## src/verilog/kbc_host_pkg.sv

```systemverilog
// constants, field positions and command codes of the host port
package kbc_host_pkg;
	localparam logic [7:0] data_port_addr = 8'h60;
	localparam logic [7:0] cmd_port_addr = 8'h64;
	// status bit positions
	localparam int st_obf = 0;
	localparam int st_ibf = 1;
	localparam int st_sys = 2;
	localparam int st_cd = 3;
	localparam int st_inh = 4;
	localparam int st_aux = 5;
	localparam int st_tmo = 6;
	localparam int st_par = 7;
	// command byte bit positions
	localparam int cb_kint = 0;
	localparam int cb_aint = 1;
	localparam int cb_sys = 2;
	localparam int cb_kdis = 4;
	localparam int cb_adis = 5;
	localparam int cb_xlat = 6;
	localparam logic [7:0] cb_reset = 8'h00;
	localparam logic [7:0] cb_mask = 8'h77;
	localparam int gate_bit = 1;
	// commands
	localparam logic [7:0] c_rd_cb = 8'h20;
	localparam logic [7:0] c_wr_cb = 8'h60;
	localparam logic [7:0] c_pw_test = 8'ha4;
	localparam logic [7:0] c_pw_load = 8'ha5;
	localparam logic [7:0] c_pw_en = 8'ha6;
	localparam logic [7:0] c_aux_dis = 8'ha7;
	localparam logic [7:0] c_aux_en = 8'ha8;
	localparam logic [7:0] c_aux_test = 8'ha9;
	localparam logic [7:0] c_self_test = 8'haa;
	localparam logic [7:0] c_kbd_test = 8'hab;
	localparam logic [7:0] c_kbd_dis = 8'had;
	localparam logic [7:0] c_kbd_en = 8'hae;
	localparam logic [7:0] c_rd_in = 8'hc0;
	localparam logic [7:0] c_poll_lo = 8'hc1;
	localparam logic [7:0] c_poll_hi = 8'hc2;
	localparam logic [7:0] c_rd_out = 8'hd0;
	localparam logic [7:0] c_gate = 8'hd1;
	localparam logic [7:0] c_echo_kbd = 8'hd2;
	localparam logic [7:0] c_echo_aux = 8'hd3;
	localparam logic [7:0] c_wr_aux = 8'hd4;
	localparam logic [7:0] c_rd_test = 8'he0;
	localparam logic [3:0] c_reset_grp = 4'hf;
	// answers
	localparam logic [7:0] r_pw_loaded = 8'hfa;
	localparam logic [7:0] r_pw_none = 8'hf1;
	localparam logic [7:0] r_self_ok = 8'h55;
	// timing
	localparam int clk_mhz = 50;
	localparam int reset_pulse_us = 6;
	localparam int reset_pulse_cyc = reset_pulse_us * clk_mhz;
	localparam int pw_depth = 8;
	typedef enum logic [2:0] {
		st_idle = 3'b000,
		st_wr_cb = 3'b001,
		st_pw = 3'b010,
		st_gate = 3'b011,
		st_echo_k = 3'b100,
		st_echo_a = 3'b101,
		st_aux_wr = 3'b110
	} wait_t;
endpackage : kbc_host_pkg

```

## src/verilog/kbc_out_if.sv

```systemverilog
// output-buffer load path between interpreter and output buffer
interface kbc_out_if;
	logic load;
	logic [7:0] data;
	logic aux;
	modport src (output load, output data, output aux);
	modport dst (input load, input data, input aux);
endinterface : kbc_out_if

```

## src/verilog/kbc_pw_mem.sv

```systemverilog
// small password store with registered read data
module kbc_pw_mem #(
	parameter int depth = 8
) (
	input wire logic core_clk,
	input wire logic ce,
	input wire logic we,
	input wire logic [$clog2(depth)-1:0] waddr,
	input wire logic [7:0] wdata,
	input wire logic [$clog2(depth)-1:0] raddr,
	output logic [7:0] rdata
);
	if (depth < 2) begin : g_depth_bad
		$error("depth too small");
	end
	logic [7:0] mem [depth];
	always_ff @(posedge core_clk) begin
		if (ce) begin
			if (we) mem[waddr] <= wdata;
			rdata <= mem[raddr];
		end
	end
endmodule : kbc_pw_mem

```

## src/verilog/kbc_out_buf.sv

```systemverilog
// host-readable output buffer with full and aux-source flags
module kbc_out_buf (
	input wire logic core_clk,
	input wire logic rstn,
	input wire logic ce,
	kbc_out_if.dst ld,
	input wire logic rd_take,
	output logic [7:0] data_r,
	output logic full_r,
	output logic aux_r
);
	logic [7:0] data_nxt;
	logic full_nxt;
	logic aux_nxt;
	always_comb begin
		data_nxt = data_r;
		full_nxt = full_r;
		aux_nxt = aux_r;
		if (rd_take) begin
			full_nxt = 1'b0;
			aux_nxt = 1'b0;
		end
		// a new load wins over a same-cycle host read
		if (ld.load) begin
			data_nxt = ld.data;
			full_nxt = 1'b1;
			aux_nxt = ld.aux;
		end
	end
	always_ff @(posedge core_clk or negedge rstn) begin
		if (!rstn) begin
			data_r <= 8'h00;
			full_r <= 1'b0;
			aux_r <= 1'b0;
		end else if (ce) begin
			data_r <= data_nxt;
			full_r <= full_nxt;
			aux_r <= aux_nxt;
		end
	end
endmodule : kbc_out_buf

```

## src/verilog/kbc_host_port.sv

```systemverilog
// host command interpreter and status of the keyboard controller
// What this block does
// RULE_01: eight-bit write-only input buffer loaded at data port or command port.
// RULE_02: data-port write marks data, command-port write marks command; status bit 3.
// RULE_03: data bytes go to keyboard unless a parameter is awaited; host waits on empty.
// RULE_04: read-only status at command port, readable any time without side effect.
// RULE_05: status bit 0 output buffer full, bit 1 input buffer full.
// RULE_06: status bit 2 mirrors command byte system flag, zero after reset.
// RULE_07: status bit 4 shows keyboard inhibit switch.
// RULE_08: status bit 5 set when output byte came from auxiliary device.
// RULE_09: status bit 6 reports serial time-out error.
// RULE_10: status bit 7 reports even-parity receive error.
// RULE_11: commands read and write the command byte with its defined fields.
// RULE_12: password test returns fa when loaded, f1 when not.
// RULE_13: load-password stores data bytes until a zero byte arrives. The code stores at most pw_len-1 bytes and drops further ones.
// RULE_14: enable-password starts matching keystrokes against the stored password.
// RULE_15: interface tests return 00 to 04 diagnostic codes.
// RULE_16: self-test returns 55 on success.
// RULE_17: send input port, poll its nibbles into status, send output port. The code polls controller_input_lines nibbles, not host_input_port.
// RULE_18: gate command's next data byte bit 1 drives the address-line-20 gate.
// RULE_19: echo commands return next data byte as keyboard or auxiliary data.
// RULE_20: auxiliary-write sends next data byte to auxiliary device.
// RULE_21: test-input command returns the test inputs.
// RULE_22: even reset-group command pulses cpu reset low for 6 us.
// RULE_23: output buffer read at data port while its full flag is one.
// RULE_24: separate commands disable and enable aux and keyboard interfaces.
module kbc_host_port
	import kbc_host_pkg::*;
#(
	parameter int pw_len = pw_depth
) (
	input wire logic core_clk,
	input wire logic rstn,
	input wire logic ce,
	input wire logic [7:0] io_addr,
	input wire logic io_wr,
	input wire logic io_rd,
	input wire logic [7:0] io_wdata,
	output logic [7:0] io_rdata,
	input wire logic [7:0] host_input_port,
	input wire logic [7:0] controller_input_lines,
	input wire logic [1:0] test_inputs,
	input wire logic inhibit_n,
	input wire logic timeout_err,
	input wire logic parity_err,
	input wire logic [7:0] aux_diag,
	input wire logic [7:0] kbd_diag,
	input wire logic self_test_ok,
	input wire logic rx_valid,
	input wire logic rx_aux,
	input wire logic [7:0] rx_data,
	output logic kbd_tx_valid,
	output logic aux_tx_valid,
	output logic [7:0] tx_data,
	output logic pw_active,
	output logic pw_match,
	output logic [7:0] cmd_byte,
	output logic address_line_20_gate,
	output logic cpu_reset_line
);
	localparam int aw = $clog2(pw_len);
	if (pw_len < 2 || pw_len > 256) begin : g_pw_len_bad
		$error("pw_len out of range");
	end

	// ==========================================================
	// host access decode
	logic wr_data, wr_cmd, rd_data;
	assign wr_data = io_wr && io_addr == data_port_addr; // RULE_01
	assign wr_cmd = io_wr && io_addr == cmd_port_addr; // RULE_01
	assign rd_data = io_rd && io_addr == data_port_addr; // RULE_23

	// ==========================================================
	// input buffer
	logic [7:0] ib_r, ib_nxt;
	logic ibf_r, ibf_nxt, cd_r, cd_nxt;
	logic consume;
	always_comb begin
		ib_nxt = ib_r;
		ibf_nxt = ibf_r;
		cd_nxt = cd_r;
		if (consume) ibf_nxt = 1'b0;
		// writes while full are dropped: the host must wait for empty
		if ((wr_data || wr_cmd) && !ibf_r) begin // RULE_03
			ib_nxt = io_wdata; // RULE_01
			ibf_nxt = 1'b1;
			cd_nxt = wr_cmd; // RULE_02
		end
	end

	// ==========================================================
	// output buffer
	kbc_out_if ob_ld();
	logic [7:0] ob_data;
	logic obf, ob_aux;
	kbc_out_buf u_ob (
		.core_clk(core_clk),
		.rstn(rstn),
		.ce(ce),
		.ld(ob_ld),
		.rd_take(rd_data && obf), // RULE_23
		.data_r(ob_data),
		.full_r(obf),
		.aux_r(ob_aux)
	);

	// ==========================================================
	// password store
	logic [aw-1:0] pw_wa_r, pw_wa_nxt, pw_ra_r, pw_ra_nxt;
	logic pw_ld_r, pw_ld_nxt, pw_act_r, pw_act_nxt, pw_hit_r, pw_hit_nxt;
	logic pw_we;
	logic [7:0] pw_rd;
	kbc_pw_mem #(.depth(pw_len)) u_pw (
		.core_clk(core_clk),
		.ce(ce),
		.we(pw_we),
		.waddr(pw_wa_r),
		.wdata(ib_r),
		.raddr(pw_ra_r),
		.rdata(pw_rd)
	);

	// ==========================================================
	// command interpreter
	wait_t wt_r, wt_nxt;
	logic [7:0] cb_r, cb_nxt;
	logic gate_r, gate_nxt;
	logic [1:0] poll_r, poll_nxt;
	logic [8:0] rst_cnt_r, rst_cnt_nxt;
	logic kbd_tx_nxt, aux_tx_nxt;
	logic [7:0] tx_nxt;
	logic [7:0] ob_d;
	logic ob_l, ob_a;
	localparam logic [8:0] rst_len = 9'(reset_pulse_cyc);
	always_comb begin
		wt_nxt = wt_r;
		cb_nxt = cb_r;
		gate_nxt = gate_r;
		poll_nxt = poll_r;
		rst_cnt_nxt = rst_cnt_r;
		kbd_tx_nxt = 1'b0;
		aux_tx_nxt = 1'b0;
		tx_nxt = tx_data;
		pw_wa_nxt = pw_wa_r;
		pw_ld_nxt = pw_ld_r;
		pw_act_nxt = pw_act_r;
		pw_we = 1'b0;
		ob_d = 8'h00;
		ob_l = 1'b0;
		ob_a = 1'b0;
		consume = 1'b0;
		if (rst_cnt_r != 9'h000) rst_cnt_nxt = rst_cnt_r - 9'h001;
		// answers wait until the host has drained the output buffer
		if (ibf_r && !obf) begin
			consume = 1'b1;
			if (cd_r) begin
				wt_nxt = st_idle; // a new command cancels a pending parameter
				if (ib_r[7:4] == c_reset_grp) begin
					if (!ib_r[0]) rst_cnt_nxt = rst_len; // RULE_22
				end else begin
					unique case (ib_r)
						c_rd_cb: begin ob_d = cb_r; ob_l = 1'b1; end // RULE_11
						c_wr_cb: wt_nxt = st_wr_cb; // RULE_11
						c_pw_test: begin // RULE_12
							ob_d = pw_ld_r ? r_pw_loaded : r_pw_none;
							ob_l = 1'b1;
						end
						c_pw_load: begin // RULE_13
							wt_nxt = st_pw;
							pw_wa_nxt = '0;
							pw_ld_nxt = 1'b0;
						end
						c_pw_en: pw_act_nxt = pw_ld_r; // RULE_14
						c_aux_dis: cb_nxt[cb_adis] = 1'b1; // RULE_24
						c_aux_en: cb_nxt[cb_adis] = 1'b0; // RULE_24
						c_kbd_dis: cb_nxt[cb_kdis] = 1'b1; // RULE_24
						c_kbd_en: cb_nxt[cb_kdis] = 1'b0; // RULE_24
						c_aux_test: begin ob_d = aux_diag; ob_l = 1'b1; end // RULE_15
						c_kbd_test: begin ob_d = kbd_diag; ob_l = 1'b1; end // RULE_15
						c_self_test: begin // RULE_16
							ob_d = self_test_ok ? r_self_ok : 8'h00;
							ob_l = 1'b1;
						end
						c_rd_in: begin ob_d = host_input_port; ob_l = 1'b1; end // RULE_17
						c_poll_lo: poll_nxt = 2'b01; // RULE_17
						c_poll_hi: poll_nxt = 2'b10; // RULE_17
						c_rd_out: begin // RULE_17
							ob_d = {6'h00, gate_r, cpu_reset_line};
							ob_l = 1'b1;
						end
						c_gate: wt_nxt = st_gate; // RULE_18
						c_echo_kbd: wt_nxt = st_echo_k; // RULE_19
						c_echo_aux: wt_nxt = st_echo_a; // RULE_19
						c_wr_aux: wt_nxt = st_aux_wr; // RULE_20
						c_rd_test: begin ob_d = {6'h00, test_inputs}; ob_l = 1'b1; end // RULE_21
						default: ;
					endcase
				end
			end else begin
				unique case (wt_r)
					st_idle: begin kbd_tx_nxt = 1'b1; tx_nxt = ib_r; end // RULE_03
					st_wr_cb: begin cb_nxt = ib_r & cb_mask; wt_nxt = st_idle; end // RULE_11
					st_pw: begin // RULE_13
						if (ib_r == 8'h00) begin
							wt_nxt = st_idle;
							pw_ld_nxt = pw_wa_r != '0;
						end else if (pw_wa_r != aw'(pw_len - 1)) begin
							pw_we = 1'b1;
							pw_wa_nxt = pw_wa_r + 1'b1;
						end
					end
					st_gate: begin gate_nxt = ib_r[gate_bit]; wt_nxt = st_idle; end // RULE_18
					st_echo_k: begin ob_d = ib_r; ob_l = 1'b1; wt_nxt = st_idle; end // RULE_19
					st_echo_a: begin ob_d = ib_r; ob_l = 1'b1; ob_a = 1'b1; wt_nxt = st_idle; end // RULE_19
					st_aux_wr: begin aux_tx_nxt = 1'b1; tx_nxt = ib_r; wt_nxt = st_idle; end // RULE_20
					default: wt_nxt = st_idle;
				endcase
			end
		end else if (rx_valid && !obf) begin
			ob_d = rx_data;
			ob_l = 1'b1;
			ob_a = rx_aux; // RULE_08
		end
	end
	assign ob_ld.load = ob_l;
	assign ob_ld.data = ob_d;
	assign ob_ld.aux = ob_a;

	// ==========================================================
	// keystroke match against the stored password
	always_comb begin
		pw_ra_nxt = pw_ra_r;
		pw_hit_nxt = 1'b0;
		if (!pw_act_r) pw_ra_nxt = '0;
		else if (rx_valid && !rx_aux) begin // RULE_14
			if (rx_data == pw_rd) begin
				if (pw_ra_r + 1'b1 == pw_wa_r) begin
					pw_hit_nxt = 1'b1;
					pw_ra_nxt = '0;
				end else pw_ra_nxt = pw_ra_r + 1'b1;
			end else pw_ra_nxt = '0;
		end
	end

	// ==========================================================
	// registers
	always_ff @(posedge core_clk or negedge rstn) begin
		if (!rstn) begin
			ib_r <= 8'h00;
			ibf_r <= 1'b0;
			cd_r <= 1'b0;
			wt_r <= st_idle;
			cb_r <= cb_reset; // RULE_06
			gate_r <= 1'b0;
			poll_r <= 2'b00;
			rst_cnt_r <= 9'h000;
			kbd_tx_valid <= 1'b0;
			aux_tx_valid <= 1'b0;
			tx_data <= 8'h00;
			pw_wa_r <= '0;
			pw_ra_r <= '0;
			pw_ld_r <= 1'b0;
			pw_act_r <= 1'b0;
			pw_hit_r <= 1'b0;
		end else if (ce) begin
			ib_r <= ib_nxt;
			ibf_r <= ibf_nxt;
			cd_r <= cd_nxt;
			wt_r <= wt_nxt;
			cb_r <= cb_nxt;
			gate_r <= gate_nxt;
			poll_r <= poll_nxt;
			rst_cnt_r <= rst_cnt_nxt;
			kbd_tx_valid <= kbd_tx_nxt;
			aux_tx_valid <= aux_tx_nxt;
			tx_data <= tx_nxt;
			pw_wa_r <= pw_wa_nxt;
			pw_ra_r <= pw_ra_nxt;
			pw_ld_r <= pw_ld_nxt;
			pw_act_r <= pw_act_nxt;
			pw_hit_r <= pw_hit_nxt;
		end
	end

	// ==========================================================
	// status and read data
	logic [7:0] status;
	always_comb begin
		status = 8'h00;
		status[st_obf] = obf; // RULE_05
		status[st_ibf] = ibf_r; // RULE_05
		status[st_sys] = cb_r[cb_sys]; // RULE_06
		status[st_cd] = cd_r; // RULE_02
		status[st_inh] = inhibit_n; // RULE_07
		status[st_aux] = ob_aux; // RULE_08
		status[st_tmo] = timeout_err; // RULE_09
		status[st_par] = parity_err; // RULE_10
		// nibble polling replaces the upper status bits
		if (poll_r == 2'b01) status[7:4] = controller_input_lines[3:0]; // RULE_17
		if (poll_r == 2'b10) status[7:4] = controller_input_lines[7:4]; // RULE_17
	end
	// status read has no side effect on either buffer
	assign io_rdata = (io_addr == cmd_port_addr) ? status : ob_data; // RULE_04
	assign pw_active = pw_act_r;
	assign pw_match = pw_hit_r;
	assign cmd_byte = cb_r;
	assign address_line_20_gate = gate_r; // RULE_18
	assign cpu_reset_line = rst_cnt_r == 9'h000; // RULE_22
endmodule : kbc_host_port

```

## config.mk

```make
export PLATFORM = sky130hd
export DESIGN_NAME = kbc_host_port
export DESIGN_NICKNAME = d
export VERILOG_FILES = /design/src/verilog/kbc_host_pkg.sv /design/src/verilog/kbc_out_if.sv /design/src/verilog/kbc_pw_mem.sv /design/src/verilog/kbc_out_buf.sv /design/src/verilog/kbc_host_port.sv
export SDC_FILE = /design/constraint.sdc
export NUM_CORES = 1
export LEC_CHECK = 0
export ABC_CLOCK_PERIOD_IN_PS = 2800
export BUFFER_PORTS_ARGS = -buffer_cell sky130_fd_sc_hd__buf_2
export CAP_MARGIN = 10
export CORE_MARGIN = 2
export CORE_UTILIZATION = 58
export DETAILED_ROUTE_END_ITERATION = 16
export PLACE_DENSITY_LB_ADDON = 0.15
export SLEW_MARGIN = 30
export SYNTH_ARGS = -nofsm -noshare
export SYNTH_HDL_FRONTEND = slang
export SYNTH_HIERARCHICAL = 1
export SYNTH_SLANG_ARGS = --single-unit
```

## constraint.sdc

```tcl
create_clock -name core_clk -period 2.8 [get_ports core_clk]
set_input_delay 0.7 -clock core_clk [delete_from_list [all_inputs] [get_ports core_clk]]
set_output_delay 0.7 -clock core_clk [all_outputs]
set_load 0.005 [all_outputs]
```

# After elaboration in Yosys (flattened, before gate mapping)

Memory sizes are Yosys's and may differ from the RTL's. A register that Yosys moved wholly into a read port is not among the register bits.
Cells that the tools add are included.

Register bits: 60
Input bits: 69
Memory bits (writable): 64
Output and inout bits: 30
Memories kept: 1

Memories:

| memory   | words | bits a word | rd ports | clocked after Yosys merged registers in | wr ports | RTL line         | text |
|---|---|---|---|---|---|---|---|
| u_pw.mem | 8     | 8           | 1        | 1                                       | 1        | kbc_pw_mem.sv:16 | `logic [7:0] mem [depth];` |

Reduce and logical (&&, ||, !) cells: 42
$add $sub $neg: 3
Bitwise logic cells: 2
Muxes and demuxes: 76
Eq/ne operators: 43

Operators by type and width:

| kind                                             | count |
|---|---|
| == test 8 bit, second input constant             | 19 |
| one-hot mux 8 bit (8 select lines)               | 1 |
| 2-to-1 mux 8 bit                                 | 6 |
| 2-to-1 mux 9 bit                                 | 5 |
| 2-to-1 mux 1 bit                                 | 39 |
| 2-to-1 mux 3 bit                                 | 13 |
| == test 8 x 7 -> 1 bit, second input constant    | 3 |
| AND reduction 5 bit                              | 4 |
| one-hot mux 3 bit (6 select lines)               | 1 |
| AND reduction 4 bit                              | 4 |
| nonzero test 2 bit                               | 7 |
| 2-to-1 mux 4 bit                                 | 3 |
| AND reduction 2 bit                              | 5 |
| == test 3 bit, second input constant             | 3 |
| logical NOT 9 bit                                | 1 |
| nonzero test 9 bit                               | 1 |
| subtractor 9 x 1 -> 9 bit, second input constant | 1 |
| == test 8 x 6 -> 1 bit, second input constant    | 1 |
| == test 8 bit                                    | 1 |
| logical AND 1 bit                                | 8 |
| logical NOT 8 bit                                | 1 |
| OR reduction 8 bit                               | 1 |
| 2-to-1 mux 7 bit                                 | 1 |
| AND reduction 7 bit                              | 1 |
| other kinds (23)                                 | 36 |

# Depth between registers and ports, before layout

Depth after elaboration: 9
Gate-level depth with buffers: 8
Mapped depth without buffers: 8

# Modules after synthesis

The synthesis kept the hierarchy.

By module, submodules not included:

| module        | instances | area an instance (um^2) | seq. area each (um^2) | cells an instance |
|---|---|---|---|---|
| kbc_host_port | 1         | 3644.7                  | 1251.2                | 398 |
| kbc_pw_mem    | 1         | 2773.9                  | 2162.1                | 114 |
| kbc_out_buf   | 1         | 380.4                   | 250.2                 | 23 |

# Least setup slack after synthesis

Ideal clock, no wire load.

Kind: in2out
From: in io_addr[7]
To: out io_rdata[2]
Data required time: 2.100 ns
Stages: 5
Slack: 0.329 ns
Arrival time: 1.771 ns
Cell sequence: nand4bb_1 -> nor4_1 -> nand2_1 -> clkbuf_1 -> mux2_2

Word-level cells in the longest chain between the ends: 2

RTL lines:

| item                   | RTL line             | text |
|---|---|---|
| from (decl)            | kbc_host_port.sv:35  | `input wire logic [7:0] io_addr,` |
| == test 8 x 7 -> 1 bit | kbc_host_port.sv:303 | `assign io_rdata = (io_addr == cmd_port_addr) ? status : ob_data;` |
| 2-to-1 mux 8 bit       | kbc_host_port.sv:303 |  |
| to (decl)              | kbc_host_port.sv:39  | `output logic [7:0] io_rdata,` |

No other way between the ends.

# Worst setup path after layout

From: reg rst_cnt_r[0]
To: out cpu_reset_line

Word-level cells in the longest chain between the ends: 1

RTL lines:

| item                   | RTL line             | text |
|---|---|---|
| from (decl)            | kbc_host_port.sv:129 | `logic [8:0] rst_cnt_r, rst_cnt_nxt;` |
| from (signal assigned) | kbc_host_port.sv:273 | `rst_cnt_r <= rst_cnt_nxt;` |
| logical NOT 9 bit      | kbc_host_port.sv:308 | `assign cpu_reset_line = rst_cnt_r == 9'h000;` |
| to (decl)              | kbc_host_port.sv:59  | `output logic cpu_reset_line` |

No other way between the ends.

==> run metrics <==
crit path DAT=1920 ps; fmax=382 MHz; P_sw=1.32 mW; Total Wirelength=17000 microns; Reg-to-Reg Start=ib_r[5]; met1 Use GR=40.5%; Int Pwr=3.54 mW; root buffer cell=clkbuf_16; critical path class=reg -> out; antenna-violating nets left=0; maxcap violations=0; Worst-Margin Slew=796 ps; Worst Clk Skew=11.5 ps; ys async rst share=45.5%; hold_ws=315 ps; Post-CTS Hold Buffers=0; busiest metal layer after global routing=met2; most common cell after layout, fill and taps aside=buf_2; Peak VDD IR=0.649 mV; Via-to-Cell Ratio=6.26; Syn-to-layout area delta=19.3%; post-DP HPWL=12100 microns; die area=12600 sq um; initial antenna violation count=0; clock transition at the registers of the reported paths=60 ps; Gate power share=10.4%; TritonCTS buffer count=17; Reg power frac=46.4%; Slew HR=46.9%; Syn Std Cell Area=6800 sq um; RSZ-0062 raised after global routing=no; power density over the cells=599 nW/um^2; first-pass GRT wire length=27200 microns; Synth Flop Type=edfxtp_1; DR WL/cell=21.1 microns; Hold Path Class=in -> async; fraction of layout cells with a size suffix above 1=34.8%; most frequent cells in the layout=buf_2 (96), edfxtp_1 (72), dfrtp_1 (60); # nets final=726; Longest Clk Path Bufs=2; met2 Usage GRT=43.6%; crit-path cells=inv_1 > ha_1 > or4b_1 > nor2_2 > buf_2; max incr delay on CP=480 ps; largest net degree at the start of global routing=35; DRC viols=0; total track usage=28.6%; buffers added on ports=96; final worst path period share=93.6%; # Post-CTS Setup Buffers=0; CP Launch Type=flip-flop; DRT iter0 DRCs=483; final setup TNS=0 ps; switch share=27.2%; Final WS setup=180 ps; Worst EP required=2100 ps; Worst-Skew Late Latency=420 ps; Layout fillers=820; worst path bufs/invs=2; GPL Wtd Cong=1.02; CTS tree=built; Slew Limit Fails=0; syn_area_per_cell=12.7 sq um; endpoints failing setup=0; Post-synth EDFFs=72; met3 usage=7.40%; pre-CTS WS=20.2 ps; Cell variety after synth=74; CP endpoint kind=output pin; power share of the clock group=43.2%; Die W=112 microns; Final Hold Vio Count=0; status=completed; Core Rows=39; CP Launch Point=rst_cnt_r[0]; Initial DRT Pass Iterations=5; sequential share of the synthesized area=53.9%; Yosys reg bits=132; H-tree Lvls=4; clock sink count=132; antenna cells=0; Die Y=112 microns; fin crit period=2620 ps; Syn Inst Count=535; Core Area=11400 sq um; IO Pins=99; Slowest cell on crit path=or4b_1; LEAKAGE=3.34 nW; vias=5048; remaining global-route overflow=0; number of global-route vias before repair=4912; worst-path maximum fanout=3; Synth warnings=6; CP delay by family, top=simple AND/OR/NAND/NOR gates; Initial Util=59.5%
## cell type report
type | instances | area, sq um | area share, %
flip-flops and latches | 132 | 3660 | 45.2
multi-input cells | 358 | 2930 | 36.1
repair buffers | 126 | 718 | 8.85
clock buffers | 17 | 425 | 5.24
well taps | 143 | 179 | 2.21
clock inverters | 15 | 135 | 1.67
inverters | 16 | 60.1 | 0.740
## cells by family after synthesis
group	synth area share, %
AO/OA/AOI/OAI	9.97
AND/OR/NAND/NOR	12.9
adder cells (fa/ha/maj)	1.10
buffers and inverters	3.29
flip-flops	53.9
multiplexers	16.4
other	0.0552
XOR/XNOR	2.39
## timing repair
action                                  in CTS  in global routing
endpoints found under the setup margin       0                  9
gates resized for setup                      0                  3
endpoints found under the hold margin        0                  0
## routing by layer
metal,up-vias,wire (microns)
met5,-,0
met4,0,406
met3,32,1270
met2,242,8130
met1,2488,7210
li1,2286,-
## synthesized netlist by cell type, types with 4 or more instances
cell	instances	area, sq um
edfxtp_1	72	2160
dfrtp_1	60	1500
mux2_2	48	541
nor2_1	36	135
nand2_1	35	131
o21ai_0	30	150
inv_1	16	60.1
mux4_1	15	394
mux2i_1	14	140
a21oi_1	13	65.1
a22oi_1	13	97.6
clkbuf_1	12	45.0
nand3_1	12	60.1
xnor2_1	12	105
nand2b_1	11	68.8
buf_2	10	50.1
nor3_1	10	50.1
ha_1	6	75.1
nand4_1	6	37.5
o22ai_1	6	37.5
a22o_1	5	43.8
a32oi_1	5	43.8
nor4_1	5	31.3
o31ai_1	4	30.0
xor2_1	4	35.0
## final timing paths
kind | to | slack (ps) | cells past startpoint
min in group core_clk | tx_data[4] | 490 | 2
worst min register to register | tx_data[4] | 490 | 2
worst max-delay path | cpu_reset_line | 180 | 5
worst max register to register | u_ob/data_r[1] | 410 | 7
worst min-delay path | pw_active | 320 | 1
max in group asynchronous | ib_r[7] | 1860 | 2
## power groups by stage
| stage | registers [mW] | clock network, mW | logic (mW) |
|---|---|---|---|
| 3_5_place_dp | 2.28 | 0 | 0.497 |
| 6_report | 2.25 | 2.10 | 0.505 |
| 3_3_place_gp | 2.28 | 0 | 0.477 |
| 5_1_grt | 2.26 | 2.22 | 0.557 |
| 2_1_floorplan | 2.25 | 0 | 0.311 |
| 4_1_cts | 2.25 | 2.13 | 0.500 |
## registers in the layout (all words and copies together), names as in the netlist, 2 cells and up
signal,cells
cmd_byte,6
u_ob/data_r,8
poll_r,2
wt_r,3
pw_wa_r,3
ib_r,8
pw_ra_r,3
tx_data,8
u_pw/rdata,8
rst_cnt_r,9
u_pw/mem,64
## stage by stage
stage	utilization (%)	area (sq um)	cells	total power, mW
floorplan	-	6800	536	2.57
finish	71.0	8110	807	4.86
CTS	70.9	8100	807	4.88
global route	71.0	8110	807	5.04
global placement	66.0	7540	775	2.75
detailed placement	66.0	7540	775	2.78
Note: power is estimated with default switching activity, not from simulation.
